[config.mk]
export PLATFORM = sky130hd
export DESIGN_NAME = fsi_top
export DESIGN_NICKNAME = d
export VERILOG_FILES = /design/src/logic/fsi_pkg.sv /design/src/logic/fsi_top.sv
export SDC_FILE = /design/constraint.sdc
export NUM_CORES = 1
export LEC_CHECK = 0
export BUFFER_PORTS_ARGS = -buffer_cell sky130_fd_sc_hd__buf_4
export CAP_MARGIN = 20
export CORE_MARGIN = 1.5
export CORE_UTILIZATION = 30
export CTS_CLUSTER_DIAMETER = 40
export DETAILED_ROUTE_END_ITERATION = 16
export HOLD_SLACK_MARGIN = 0.05
export PLACE_DENSITY = 0.54
export SETUP_SLACK_MARGIN = 0.5
export SLEW_MARGIN = 5
export SYNTH_ARGS = -nofsm -noshare
export SYNTH_HDL_FRONTEND = slang
export SYNTH_SLANG_ARGS = --single-unit
[constraint.sdc]
create_clock -name mclk_i -period 7.5 [get_ports mclk_i]
set_input_delay 1.5 -clock mclk_i [delete_from_list [all_inputs] [get_ports mclk_i]]
set_output_delay 1.5 -clock mclk_i [all_outputs]
set_load 0.01 [all_outputs]
[src/logic/fsi_pkg.sv]
package fsi_pkg;

   // ****************************************
   // Register bus
   // ****************************************
   localparam int          AW          = 4;
   localparam int          DW          = 16;
   localparam logic [3:0]  A_STAT      = 4'h0;
   localparam logic [3:0]  A_SEC       = 4'h1;
   localparam logic [3:0]  A_PROT      = 4'h2;
   localparam logic [3:0]  A_OPT       = 4'h3;
   localparam logic [3:0]  A_CMD       = 4'h4;
   localparam logic [3:0]  A_ADDR      = 4'h5;
   localparam logic [3:0]  A_DATA      = 4'h6;
   localparam logic [3:0]  A_KEY0      = 4'h7;
   localparam logic [3:0]  A_IRQ_STAT  = 4'hB;
   localparam logic [3:0]  A_IRQ_MASK  = 4'hC;

   // ****************************************
   // Field positions
   // ****************************************
   localparam int          ST_CMPL     = 7;
   localparam int          ST_ACCERR   = 5;
   localparam int          ST_KLOCK    = 4;
   localparam int          SEC_LSB     = 0;
   localparam int          KEY_EN_LSB  = 6;
   localparam int          IRQ_W       = 4;
   localparam int          IRQ_DONE    = 0;
   localparam int          IRQ_ACCERR  = 1;
   localparam int          IRQ_FAULT   = 2;
   localparam int          IRQ_KEYFAIL = 3;

   // ****************************************
   // Encodings and configuration field
   // ****************************************
   localparam logic [1:0]  SEC_UNSECURE = 2'h2;
   localparam logic [1:0]  KEY_EN_ON    = 2'h2;
   localparam logic [15:0] KEY_ZERO     = 16'h0000;
   localparam logic [15:0] KEY_ONES     = 16'hFFFF;
   localparam logic [7:0]  CMD_PROGRAM  = 8'h06;
   localparam logic [7:0]  CMD_ERASE_ALL = 8'h08;
   localparam logic [7:0]  CMD_ERASE_SEC = 8'h0A;
   localparam logic [7:0]  CMD_VERIFY   = 8'h0C;
   localparam logic [1:0]  OP_PROG      = 2'h0;
   localparam logic [1:0]  OP_ERASE_SEC = 2'h1;
   localparam logic [1:0]  OP_ERASE_ALL = 2'h2;
   localparam logic [23:0] CFG_KEY_ADDR = 24'hFF_FE00;
   localparam logic [23:0] CFG_PROT_ADDR = 24'hFF_FE0C;
   localparam logic [23:0] CFG_SEC_ADDR = 24'hFF_FE0E;
   localparam logic [2:0]  CFG_LAST_IDX = 3'h5;
   localparam logic [2:0]  CFG_HOLD_IDX = 3'h4;
   localparam int          VERIFY_CYCLES = 4;

   // ****************************************
   // Types
   // ****************************************
   typedef struct packed {
      logic [3:0][15:0] key;
      logic [7:0]       pprot;
      logic [7:0]       eprot;
      logic [7:0]       opt;
      logic [7:0]       sec;
   } fsi_cfg_t;

   typedef struct packed {
      logic [1:0]  kind;
      logic [23:0] addr;
      logic [15:0] data;
   } fsi_op_t;

   // Fully protected, secured, backdoor disabled
   localparam fsi_cfg_t CFG_DEFAULT = '{key: {4{16'hFFFF}}, pprot: 8'h00, eprot: 8'h00,
                                        opt: 8'hFF, sec: 8'hFF};

   typedef enum logic [4:0] {
      ST_INIT_REQ  = 5'b00001,
      ST_INIT_WAIT = 5'b00010,
      ST_IDLE      = 5'b00100,
      ST_VERIFY    = 5'b01000,
      ST_OP        = 5'b10000
   } fsi_state_t;

endpackage

[src/logic/fsi_top.sv]
// The strobed register port and the placing of the registers were decided locally.
`timescale 1ns/1ns

// Function
// - Finish running command before granting stop
// - Load security register from configuration byte
// - New security byte acts after reset
// - Verify command compares four 16-bit keys
// - Key match forces unsecured security state
// - All-zeros and all-ones keys never match
// - Flash reads invalid during key verify
// - Wrong key locks verify until reset
// - Verify leaves stored configuration untouched
// - Unsecured part may erase/program security sector
// - Command availability gated by mode, security
// - Reset loads keys, protections, option, security
// - Init errors select secured protected defaults
// - Double fault in init sets both status bits
// - Command complete low through init, then high
// - Hold CPU during part of init
// - Reset aborts a running command at once
// - Special mode erase-all pin unsecures part
module fsi_top
   import fsi_pkg::*;
#(
   parameter int VERIFY_LEN = VERIFY_CYCLES
) (
   // Clock and reset
   input  wire logic              mclk_i,
   input  wire logic              srst_i,
   // Register port
   input  wire logic [AW-1:0]     addr_i,
   input  wire logic [DW-1:0]     wdata_i,
   input  wire logic              wr_i,
   input  wire logic              rd_i,
   output logic      [DW-1:0]     rdata_o,
   // Configuration field read port
   output logic                   cfg_rd_o,
   output logic      [23:0]       cfg_addr_o,
   input  wire logic [15:0]       cfg_rdata_i,
   input  wire logic              cfg_valid_i,
   input  wire logic              cfg_dbl_i,
   // Array operation port
   output logic                   op_start_o,
   output fsi_op_t                op_o,
   output logic                   op_abort_o,
   input  wire logic              op_done_i,
   // System side
   input  wire logic              special_mode_i,
   input  wire logic              erase_all_pin_i,
   input  wire logic              stop_req_i,
   output logic                   stop_ack_o,
   output logic                   cpu_hold_o,
   output logic                   read_invalid_o,
   output logic                   unsecured_o,
   output logic                   irq_o
);

   // ****************************************
   // Parameter checks
   // ****************************************
   // Verify counter is eight bits wide
   if (VERIFY_LEN < 1 || VERIFY_LEN > 255) begin : g_bad_len
      $error("VERIFY_LEN out of range");
   end
   // Key slots are indexed by two bits, then protection, then option word
   if (CFG_HOLD_IDX != 3'h4 || CFG_LAST_IDX != 3'h5) begin : g_bad_idx
      $error("configuration word indices do not fit the key slots");
   end

   // ****************************************
   // State
   // ****************************************
   fsi_state_t            state_reg, state_next;
   fsi_cfg_t              cfg_reg, cfg_next, cfg_ld;
   logic [2:0]            idx_reg;
   logic                  err_reg;
   logic                  cmpl_reg;
   logic                  accerr_reg;
   logic [1:0]            mg_reg;
   logic                  klock_reg;
   logic                  eall_auto_reg;
   logic [7:0]            cnt_reg;
   logic [23:0]           op_addr_reg;
   logic [15:0]           op_data_reg;
   logic [3:0][15:0]      cand_reg;
   logic [IRQ_W-1:0]      irq_stat_reg;
   logic [IRQ_W-1:0]      irq_mask_reg;
   logic [1:0]            mode_sync_reg;
   logic [1:0]            pin_sync_reg;
   logic                  pin_prev_reg;

   // ****************************************
   // Pin synchronisers
   // ****************************************
   always_ff @(posedge mclk_i) begin
      if (srst_i) begin
         mode_sync_reg <= 2'h0;
         pin_sync_reg  <= 2'h0;
         pin_prev_reg  <= 1'b0;
      end else begin
         mode_sync_reg <= {mode_sync_reg[0], special_mode_i};
         pin_sync_reg  <= {pin_sync_reg[0], erase_all_pin_i};
         pin_prev_reg  <= pin_sync_reg[1];
      end
   end

   wire special   = mode_sync_reg[1];
   // Previous level resets to the idle low, so reset gives no false edge
   wire pin_rise  = pin_sync_reg[1] & ~pin_prev_reg;

   // ****************************************
   // Decode
   // ****************************************
   wire [1:0] sec_field  = cfg_reg.sec[SEC_LSB +: 2];
   wire [1:0] key_en     = cfg_reg.sec[KEY_EN_LSB +: 2];
   wire       unsecured  = (sec_field == SEC_UNSECURE);
   wire       idle       = (state_reg == ST_IDLE);
   wire       cmd_wr     = wr_i && (addr_i == A_CMD);
   wire [7:0] code       = wdata_i[7:0];
   wire       is_verify  = (code == CMD_VERIFY);
   wire       is_eall    = (code == CMD_ERASE_ALL);
   wire       is_pe      = (code == CMD_PROGRAM) || (code == CMD_ERASE_SEC);
   wire       verify_ok  = is_verify && (key_en == KEY_EN_ON) && !klock_reg;
   wire       pe_ok      = is_pe && unsecured;
   wire       eall_ok    = is_eall && (unsecured || special);
   wire       cmd_ok     = verify_ok || pe_ok || eall_ok;
   wire       launch     = cmd_wr && idle && cmpl_reg && !stop_ack_o && cmd_ok;
   // Any command write that cannot start is flagged, never queued
   wire       refuse     = cmd_wr && !launch;
   // A register launch in the same cycle wins; that pin edge is dropped
   wire       auto_eall  = pin_rise && idle && cmpl_reg && special && !unsecured && !launch;
   wire       init_fin   = (state_reg == ST_INIT_WAIT) && cfg_valid_i && (idx_reg == CFG_LAST_IDX);
   wire       verify_end = (state_reg == ST_VERIFY) && (cnt_reg == 8'(VERIFY_LEN - 1));
   wire       op_end     = (state_reg == ST_OP) && op_done_i;
   wire       cmd_end    = verify_end || op_end;
   wire       init_fault = (state_reg == ST_INIT_WAIT) && cfg_valid_i && cfg_dbl_i;

   // Per-key compare; reserved values never count as a match
   logic [3:0] key_good;
   genvar gi;
   generate
      for (gi = 0; gi < 4; gi++) begin : g_key
         assign key_good[gi] = (cand_reg[gi] == cfg_reg.key[gi])
                            && (cand_reg[gi] != KEY_ZERO) && (cand_reg[gi] != KEY_ONES);
      end
   endgenerate
   wire key_match = &key_good;

   // Address of the configuration word being fetched
   wire [23:0] key_word_addr = CFG_KEY_ADDR + {21'h0, idx_reg[1:0], 1'b0};
   wire [23:0] cfg_word_addr = (idx_reg < CFG_HOLD_IDX) ? key_word_addr
                             : (idx_reg == CFG_HOLD_IDX) ? CFG_PROT_ADDR : CFG_SEC_ADDR;

   // ****************************************
   // Configuration load
   // ****************************************
   always_comb begin
      cfg_ld = cfg_reg;
      if ((state_reg == ST_INIT_WAIT) && cfg_valid_i) begin
         if (idx_reg < CFG_HOLD_IDX) begin
            cfg_ld.key[idx_reg[1:0]] = cfg_rdata_i;
         end else if (idx_reg == CFG_HOLD_IDX) begin
            cfg_ld.pprot = cfg_rdata_i[15:8];
            cfg_ld.eprot = cfg_rdata_i[7:0];
         end else begin
            cfg_ld.opt = cfg_rdata_i[15:8];
            cfg_ld.sec = cfg_rdata_i[7:0];
         end
      end
      cfg_next = cfg_ld;
      if (init_fin && (err_reg || cfg_dbl_i)) begin
         cfg_next = CFG_DEFAULT;
      end
      // Only the live field moves; the stored byte and keys stay as they are
      if (verify_end && key_match) begin
         cfg_next.sec[SEC_LSB +: 2] = SEC_UNSECURE;
      end
      if (op_end && eall_auto_reg) begin
         cfg_next.sec[SEC_LSB +: 2] = SEC_UNSECURE;
      end
   end

   // ****************************************
   // Sequencer
   // ****************************************
   always_comb begin
      state_next = state_reg;
      unique case (state_reg)
         ST_INIT_REQ:  state_next = ST_INIT_WAIT;
         ST_INIT_WAIT: begin
            if (cfg_valid_i) begin
               state_next = (idx_reg == CFG_LAST_IDX) ? ST_IDLE : ST_INIT_REQ;
            end
         end
         ST_IDLE: begin
            if (launch && is_verify) begin
               state_next = ST_VERIFY;
            end else if (launch || auto_eall) begin
               state_next = ST_OP;
            end
         end
         ST_VERIFY:    state_next = verify_end ? ST_IDLE : ST_VERIFY;
         ST_OP:        state_next = op_done_i ? ST_IDLE : ST_OP;
         default:      state_next = ST_INIT_REQ;
      endcase
   end

   // Reset drops any running operation, so the security byte
   // is only ever read back from the array here
   always_ff @(posedge mclk_i) begin
      if (srst_i) begin
         state_reg <= ST_INIT_REQ;
         cfg_reg   <= CFG_DEFAULT;
         idx_reg   <= 3'h0;
         err_reg   <= 1'b0;
         cnt_reg   <= 8'h00;
         klock_reg <= 1'b0;
      end else begin
         state_reg <= state_next;
         cfg_reg   <= cfg_next;
         if (state_reg == ST_INIT_WAIT && cfg_valid_i) begin
            idx_reg <= idx_reg + 3'h1;
            err_reg <= err_reg | cfg_dbl_i;
         end
         cnt_reg <= (state_reg == ST_VERIFY) ? cnt_reg + 8'h01 : 8'h00;
         // Held until reset; nothing else reopens the verify command
         if (verify_end && !key_match) begin
            klock_reg <= 1'b1;
         end
      end
   end

   // ****************************************
   // Flags and operation port
   // ****************************************
   always_ff @(posedge mclk_i) begin
      if (srst_i) begin
         cmpl_reg      <= 1'b0;
         accerr_reg    <= 1'b0;
         mg_reg        <= 2'h0;
         eall_auto_reg <= 1'b0;
         op_addr_reg   <= 24'h0;
         op_data_reg   <= 16'h0;
         op_start_o    <= 1'b0;
         op_o          <= '0;
         op_abort_o    <= 1'b1;
         cfg_rd_o      <= 1'b0;
         cfg_addr_o    <= 24'h0;
         cpu_hold_o    <= 1'b1;
         read_invalid_o <= 1'b0;
         stop_ack_o    <= 1'b0;
         unsecured_o   <= 1'b0;
      end else begin
         // Abort also covers the first edge after release
         op_abort_o <= 1'b0;
         if (init_fin || cmd_end) begin
            cmpl_reg <= 1'b1;
         end else if (launch || auto_eall) begin
            cmpl_reg <= 1'b0;
         end
         if (refuse) begin
            accerr_reg <= 1'b1;
         end else if (launch) begin
            accerr_reg <= 1'b0;
         end
         if (init_fault) begin
            mg_reg <= 2'h3;
         end else if (launch) begin
            mg_reg <= 2'h0;
         end
         if (launch || auto_eall) begin
            eall_auto_reg <= auto_eall;
         end
         if (wr_i && addr_i == A_ADDR) begin
            op_addr_reg <= {8'hFF, wdata_i};
         end
         if (wr_i && addr_i == A_DATA) begin
            op_data_reg <= wdata_i;
         end
         op_start_o <= (launch && !is_verify) || auto_eall;
         if (launch || auto_eall) begin
            op_o.kind <= (auto_eall || is_eall) ? OP_ERASE_ALL
                       : (code == CMD_PROGRAM) ? OP_PROG : OP_ERASE_SEC;
            op_o.addr <= op_addr_reg;
            op_o.data <= op_data_reg;
         end
         cfg_rd_o   <= (state_reg == ST_INIT_REQ);
         cfg_addr_o <= cfg_word_addr;
         if (state_reg == ST_INIT_WAIT && cfg_valid_i && idx_reg == 3'(CFG_HOLD_IDX - 1)) begin
            cpu_hold_o <= 1'b0;
         end
         // Raised on the launch edge so no array read slips in
         read_invalid_o <= (state_next == ST_VERIFY);
         // Grant only with no command running
         stop_ack_o  <= stop_req_i && cmpl_reg && idle && !launch && !auto_eall;
         unsecured_o <= (cfg_next.sec[SEC_LSB +: 2] == SEC_UNSECURE);
      end
   end

   // ****************************************
   // Software registers and interrupt
   // ****************************************
   wire [IRQ_W-1:0] irq_evt;
   assign irq_evt[IRQ_DONE]    = init_fin || cmd_end;
   assign irq_evt[IRQ_ACCERR]  = refuse;
   assign irq_evt[IRQ_FAULT]   = init_fault;
   assign irq_evt[IRQ_KEYFAIL] = verify_end && !key_match;
   wire [IRQ_W-1:0] irq_clr = (wr_i && addr_i == A_IRQ_STAT) ? wdata_i[IRQ_W-1:0] : '0;

   wire [7:0] stat_byte = {cmpl_reg, 1'b0, accerr_reg, klock_reg, 2'h0, mg_reg};
   wire [3:0] key_sel   = addr_i - A_KEY0;
   wire [DW-1:0] rd_mux =
        (addr_i == A_STAT)     ? {8'h00, stat_byte}
      : (addr_i == A_SEC)      ? {8'h00, cfg_reg.sec}
      : (addr_i == A_PROT)     ? {cfg_reg.pprot, cfg_reg.eprot}
      : (addr_i == A_OPT)      ? {8'h00, cfg_reg.opt}
      : (addr_i == A_ADDR)     ? op_addr_reg[15:0]
      : (addr_i == A_DATA)     ? op_data_reg
      : (addr_i == A_IRQ_STAT) ? {{(DW-IRQ_W){1'b0}}, irq_stat_reg}
      : (addr_i == A_IRQ_MASK) ? {{(DW-IRQ_W){1'b0}}, irq_mask_reg}
      : 16'h0000;

   always_ff @(posedge mclk_i) begin
      if (srst_i) begin
         cand_reg     <= '0;
         irq_stat_reg <= '0;
         irq_mask_reg <= '0;
         rdata_o      <= 16'h0000;
         irq_o        <= 1'b0;
      end else begin
         if (wr_i && addr_i >= A_KEY0 && addr_i < A_IRQ_STAT) begin
            cand_reg[key_sel[1:0]] <= wdata_i;
         end
         // A new event outweighs a clear in the same cycle
         irq_stat_reg <= (irq_stat_reg & ~irq_clr) | irq_evt;
         if (wr_i && addr_i == A_IRQ_MASK) begin
            irq_mask_reg <= wdata_i[IRQ_W-1:0];
         end
         rdata_o <= rd_i ? rd_mux : 16'h0000;
         irq_o   <= |(((irq_stat_reg & ~irq_clr) | irq_evt) & irq_mask_reg);
      end
   end

endmodule

Word level (Yosys, flattened, before mapping)

Index checks and enable logic that the tools add are counted.

Bits in read-only memories: 0
Input bits: 46
Register bits after elaboration: 312
Word-level logic and storage cells: 220
Output and inout bits: 90
Latch bits: 0
Memory bits (writable): 0
Memories kept: 0

Multiply operators: 0
Reductions and logical operators: 82
Div/mod/pow operators: 0
$add $sub $neg: 4
Shift operators: 0
Bitwise operators: 11
Mux-type cells: 39
Eq/ne operators: 33
Magnitude comparators: 7

Operators by type and width:

| kind                    | count |
|---|---|
| $bwmux W64              | 2 |
| $mux W16                | 6 |
| $demux W16 S2           | 2 |
| $eq A16 B16 Y1          | 4 |
| $ne A16 B16 Y1 const B  | 4 |
| $reduce_bool A16 Y1     | 4 |
| $logic_and A1 B1 Y1     | 47 |
| $pmux W5 S5             | 1 |
| $eq A8 B4 Y1 const B    | 3 |
| $mux W24                | 1 |
| $mux W2                 | 10 |
| $mux W5                 | 4 |
| $mux W4                 | 4 |
| $mux W8                 | 2 |
| $eq A4 B3 Y1 const B    | 3 |
| $add A10 B4 Y11 const A | 1 |
| $eq A5 B4 Y1 const B    | 2 |
| $logic_or A1 B1 Y1      | 10 |
| $add A8 B1 Y8 const B   | 1 |
| $and A4 B4 Y4           | 2 |
| $eq A4 B2 Y1 const B    | 2 |
| $eq A4 B4 Y1 const B    | 2 |
| $eq A8 B2 Y1 const B    | 1 |
| $eq A8 B3 Y1 const B    | 1 |
| 31 further kinds        | 57 |

Longest topological paths before layout

Depth in word-level cells: 13
Depth in mapped cells: 9
Gate-level depth less buffers: 7

Worst setup path before layout

OpenSTA, ideal clock, no wires.

Kind: input port to flip-flop
Start: input port wdata_i[4]
End: register op_o[1] in the netlist's numbering
Setup slack: 4.090 ns
Buffers on the path: 1
Setup time: 0.132 ns
Data arrival time: 3.277 ns
Data required time: 7.368 ns
Cell stages on the path: 7
Cells stage by stage: or4_4 or3_4 a2111oi_4 nor2_1 clkbuf_1 nand2_1 a21oi_1

Word-level cells in the longest chain between the ends: 9
Elaborated cells between the ends (all ways): 15
Classes of those cells: 4 x eq/ne; 11 x reduce/logical

RTL lines:

| element                                                          | RTL line                       | text |
|---|---|---|
| start: declaration                                               | fsi_top.sv:33                  | `input wire logic [DW-1:0] wdata_i,` |
| $eq A8 B4 Y1 (tied with other cells)                             | fsi_top.sv:121                 | `wire is_verify = (code == CMD_VERIFY);` |
| $logic_and A1 B1 Y1 / $logic_or A1 B1 Y1 (equally long branches) | fsi_top.sv:124, fsi_top.sv:123 |  |
| $logic_and A1 B1 Y1, on equally long branches                    | fsi_top.sv:124, fsi_top.sv:125 |  |
| $logic_or A1 B1 Y1                                               | fsi_top.sv:127                 | `wire cmd_ok = verify_ok \|\| pe_ok \|\| eall_ok;` |
| $logic_or A1 B1 Y1 (*)                                           | fsi_top.sv:127                 |  |
| $logic_and A1 B1 Y1 (*)                                          | fsi_top.sv:128                 | `wire launch = cmd_wr && idle && cmpl_reg && !stop_ack_o && cmd_ok;` |
| $logic_not A1 Y1                                                 | fsi_top.sv:132                 | `wire auto_eall = pin_rise && idle && cmpl_reg && special && !unsecured && !launch;` |
| $logic_and A1 B1 Y1                                              | fsi_top.sv:132                 |  |
| $logic_or A1 B1 Y1 (*)                                           | fsi_top.sv:282                 | `if (launch \|\| auto_eall) begin` |
| end: declaration                                                 | fsi_top.sv:45                  | `output fsi_op_t op_o,` |

Mark *: on every way between the ends. The rest lies on a longest branch, timed or not.
A chain may end at the register's enable or synchronous reset.

Worst setup path after layout

Start: input port wdata_i[4]
End: register op_o[14] in the netlist's numbering

Same word-level chain as after synthesis.

==> results_tabular.tex <==
\begin{tabular}{lr}
\hline
Metric & Value \\
\hline
\multicolumn{2}{l}{\textbf{Placed design}} \\
Buffers added on ports & about 130 \\
Place WS & 3.49 ns \\
Detail Placement HPWL & 29,300 um \\
Routability Congestion & 0.900 \\
\multicolumn{2}{l}{\textbf{Logic synthesis}} \\
Sequential cell area fraction in the yosys report & 0.483 \\
EDFF count, synth & 0 \\
Async SR Flop Fraction & 0 \\
Mean cell area of the mapped netlist & slightly below 8 um2 \\
Cell area after synthesis & between 10,000 and 15,000 um2 \\
Count of mapped cells out of synthesis & approximately 1,500 \\
Number of flip-flops and latches in the synthesized netlist & 291 \\
Number of library cell types mapped by synthesis & between 50 and 60 \\
Count of synthesis-stage warnings from yosys & 0 \\
Most instantiated flip-flop cell in the synthesis netlist & sky130\_fd\_sc\_hd\_\_dfxtp\_1 \\
\multicolumn{2}{l}{\textbf{Final layout}} \\
Most frequent standard cell in the layout excluding fill and tap cells & sky130\_fd\_sc\_hd\_\_nand2\_1 \\
Share of final-layout standard cells stronger than drive strength 1 & 0.132 \\
Number of antenna diodes & 0 \\
Final net count & roughly 1,700 \\
FF/Latch Area & approximately 6000 um2 \\
Leading cell types in the layout, fill and taps excluded & sky130\_fd\_sc\_hd\_\_nand2\_1 (498), sky130\_fd\_sc\_hd\_\_dfxtp\_1 (291), sky130\_fd\_sc\_hd\_\_a21oi\_1 (171), sky130\_fd\_sc\_hd\_\_buf\_4 (138), sky130\_fd\_sc\_hd\_\_nand3\_1 (97) \\
Max FFs per register & 96 \\
Area of combinational cells with multiple inputs & between 5000 and 6000 um2 \\
Layout fillers & 4,184 \\
Layout Area Growth over Synthesis & 20.7\% \\
\multicolumn{2}{l}{\textbf{Worst setup path}} \\
Data required time at the worst endpoint & 7.95 ns \\
Largest fanout on the critical path & 25 \\
Nature of the critical path startpoint & input pin \\
Arrival time at the worst endpoint & 3.96 ns \\
Nature of the critical path endpoint & register \\
Worst setup path category & input pin to register \\
\multicolumn{2}{l}{\textbf{STA}} \\
Final worst-path setup slack & approximately 4.0 ns \\
Total negative slack for setup checks & 0 ns \\
Relative slew margins & 0.286 \\
Final-report setup violation count & 0 \\
Total count of max-transition violations in the final report & 0 \\
Final-report hold violation count & 0 \\
Ratio of final minimum period to clock period & 0.468 \\
Post-route clock skew & 0.0161 ns \\
Max frequency & between 200 and 300 MHz \\
Minimum clock period & 3.51 ns \\
Worst Tran Pin Value & $\sim$1.1 ns \\
Unrepaired setup endpoints after global routing & false \\
\multicolumn{2}{l}{\textbf{GRT}} \\
Number of global-route vias before repair & slightly above 10,000 \\
Remaining global-route overflow & 0 \\
Pin count of the biggest net entering global routing & 80 \\
Number of antenna violations at the first check in global routing & 0 \\
Overall track demand over capacity in global routing & 0.201 \\
Wire length of the first global-routing pass & around 63,000 um \\
\multicolumn{2}{l}{\textbf{Detailed routing}} \\
Post-Route WL & 42,100 um \\
Total via count in the routed design & roughly 11,000 \\
Final routed DRC violation total & 0 \\
DRT iter0 DRCs & roughly 950 \\
Antenna Nets Post-Route & 0 \\
Vias per cell & approximately 5.1 \\
Pre-Repair DR Iteration Count & 7 \\
Wire length per cell & roughly 20 um \\
\multicolumn{2}{l}{\textbf{Clock tree}} \\
Number of buffers inserted by hold repair at cts & 0 \\
Clock latency at the later pin of the worst-skew pair & $\sim$0.53 ns \\
H-tree levels & 2 \\
Maximum buffer depth of the clock tree & 3 \\
Number of gates given a new drive strength after cts & 0 \\
TritonCTS clock tree & yes \\
Clock tree root driver cell & sky130\_fd\_sc\_hd\_\_clkbuf\_16 \\
Count of clock tree sinks & between 200 and 300 \\
Post-CTS clock slew at the launch and capture registers of the worst setup and hold paths & around 0.050 ns \\
Number of buffers created by CTS & 41 \\
Post-CTS setup-driven buffer insertion count & 0 \\
\multicolumn{2}{l}{\textbf{Die}} \\
IO Count & approximately 140 \\
Total number of placement rows & between 70 and 80 \\
Vertical extent of the die & around 200 um \\
Die extent in x & between 200 and 250 um \\
Die ar. & 41,400 um2 \\
Effective utilization at floorplan & 0.304 \\
Placeable core area & about 40,000 um2 \\
\multicolumn{2}{l}{\textbf{Status}} \\
Run status & finished clean \\
\multicolumn{2}{l}{\textbf{Power}} \\
Share of total power in combinational logic & 0.056 \\
Sequential share of power & 0.439 \\
Clock share of power & 0.504 \\
Switching power & slightly below 0.0009 W \\
Cell internal power dissipation & 0.00273 W \\
Worst supply voltage drop on vdd & 0.134 mV \\
Leak pwr & about 5.5 nW \\
Pwr Density & 249 nW/um2 \\
Net switching fraction of the power & 0.246 \\
\multicolumn{2}{l}{\textbf{Hold path}} \\
Worst Hold Class & register to register \\
\multicolumn{2}{l}{\textbf{Run}} \\
Total of max-cap violations & 0 \\
\hline
\end{tabular}
layout make-up:
cell class | instances | area share
inverters | 12 | 0.00309
clock inverters | 18 | 0.00937
flip-flops and latches | 291 | 0.400
repair buffers | 139 | 0.0722
well taps | 525 | 0.0451
clock buffers | 53 | 0.0799
multi-input cells | 1119 | 0.390
critical path, cell delays in order:
cell and delay (ns):
sky130_fd_sc_hd__buf_4 0.15, sky130_fd_sc_hd__or4_4 0.55, sky130_fd_sc_hd__or3_4 0.35, sky130_fd_sc_hd__a2111oi_4 0.45, sky130_fd_sc_hd__or2_1 0.44, sky130_fd_sc_hd__buf_8 0.25
sky130_fd_sc_hd__nand2_1 0.09, sky130_fd_sc_hd__a21oi_1 0.16
metal layers:
metal | share of wire | GRT usage
met3 | 0.064 | 0.0291
met2 | 0.45 | 0.321
met1 | 0.45 | 0.277
met5 | 0 | 0
met4 | 0.031 | 0.0685
power by group through the flow:
stage / logic (W) / clock network [W] / registers (W)
floorplan: 0.000114 / 0 / 0.00162
global placement: 0.000201 / 0 / 0.00163
detailed placement: 0.000202 / 0 / 0.00163
CTS: 0.000202 / 0.00186 / 0.00159
global route: 0.000220 / 0.00194 / 0.00160
finish: 0.000203 / 0.00183 / 0.00159
through the flow:
step           hold slack, ns  area (um2)  cells  power (W)   util
5_1_grt                 0.469       14600   2157    0.00375  0.366
6_report                0.446       14600   2157    0.00362  0.366
4_1_cts                 0.448       14600   2157    0.00366  0.366
3_3_place_gp            0.433       13200   2085    0.00183  0.333
2_1_floorplan           0.414       12100   1535    0.00173      -
3_5_place_dp            0.440       13300   2086    0.00183  0.334
final timing paths:
path	startpoint	endpoint	slack, ns	cells past startpoint
setup / recovery	wdata_i[4]	op_o[14]$_SDFFE_PP0P_	3.99	8
hold / removal	cpu_hold_o$_SDFFE_PP1P_	cpu_hold_o$_SDFFE_PP1P_	0.45	2
setup reg to reg	state_reg[4]$_SDFF_PP0_	op_o[14]$_SDFFE_PP0P_	4.70	7
hold reg to reg	cpu_hold_o$_SDFFE_PP1P_	cpu_hold_o$_SDFFE_PP1P_	0.45	2
logic make-up after synthesis:
logic type | count (synthesis) | synth area share
AND/OR/NAND/NOR | 793 | 0.291
flip-flops | 291 | 0.483
AO/OA/AOI/OAI | 241 | 0.117
buffers and inverters | 125 | 0.0495
XOR/XNOR | 71 | 0.0516
adder cells (fa/ha/maj) | 6 | 0.00622
multiplexers | 2 | 0.00176
other | 1 | 0.000311
cells in the mapped netlist (3+ instances only):
cell | n | area [um2]
sky130_fd_sc_hd__a21o_1 | 3 | 22.5
sky130_fd_sc_hd__a22oi_1 | 6 | 45.0
sky130_fd_sc_hd__dfxtp_1 | 291 | 5830
sky130_fd_sc_hd__and2_1 | 8 | 50.1
sky130_fd_sc_hd__a22o_1 | 3 | 26.3
sky130_fd_sc_hd__a221oi_1 | 6 | 52.6
sky130_fd_sc_hd__nand4_1 | 30 | 188
sky130_fd_sc_hd__nand3b_1 | 5 | 37.5
sky130_fd_sc_hd__nor3_1 | 9 | 45.0
sky130_fd_sc_hd__nand3_1 | 97 | 485
sky130_fd_sc_hd__a222oi_1 | 9 | 90.1
sky130_fd_sc_hd__inv_1 | 10 | 37.5
sky130_fd_sc_hd__and3_1 | 11 | 68.8
sky130_fd_sc_hd__xor2_1 | 68 | 596
sky130_fd_sc_hd__nand2_1 | 498 | 1870
sky130_fd_sc_hd__ha_1 | 6 | 75.1
sky130_fd_sc_hd__a21oi_1 | 171 | 856
sky130_fd_sc_hd__buf_4 | 28 | 210
sky130_fd_sc_hd__clkbuf_1 | 80 | 300
sky130_fd_sc_hd__nor4_1 | 42 | 263
sky130_fd_sc_hd__nor2b_1 | 17 | 106
sky130_fd_sc_hd__o21ai_0 | 13 | 65.1
sky130_fd_sc_hd__nor2_1 | 51 | 191
sky130_fd_sc_hd__o21a_1 | 3 | 22.5
sky130_fd_sc_hd__a211oi_1 | 6 | 45.0
sky130_fd_sc_hd__nand2b_1 | 5 | 31.3
sky130_fd_sc_hd__o22ai_1 | 3 | 18.8
sky130_fd_sc_hd__buf_6 | 3 | 33.8
sky130_fd_sc_hd__and3b_1 | 6 | 52.6
sky130_fd_sc_hd__xnor2_1 | 3 | 26.3
No activity file was read; power rests on OpenSTA's default activity.
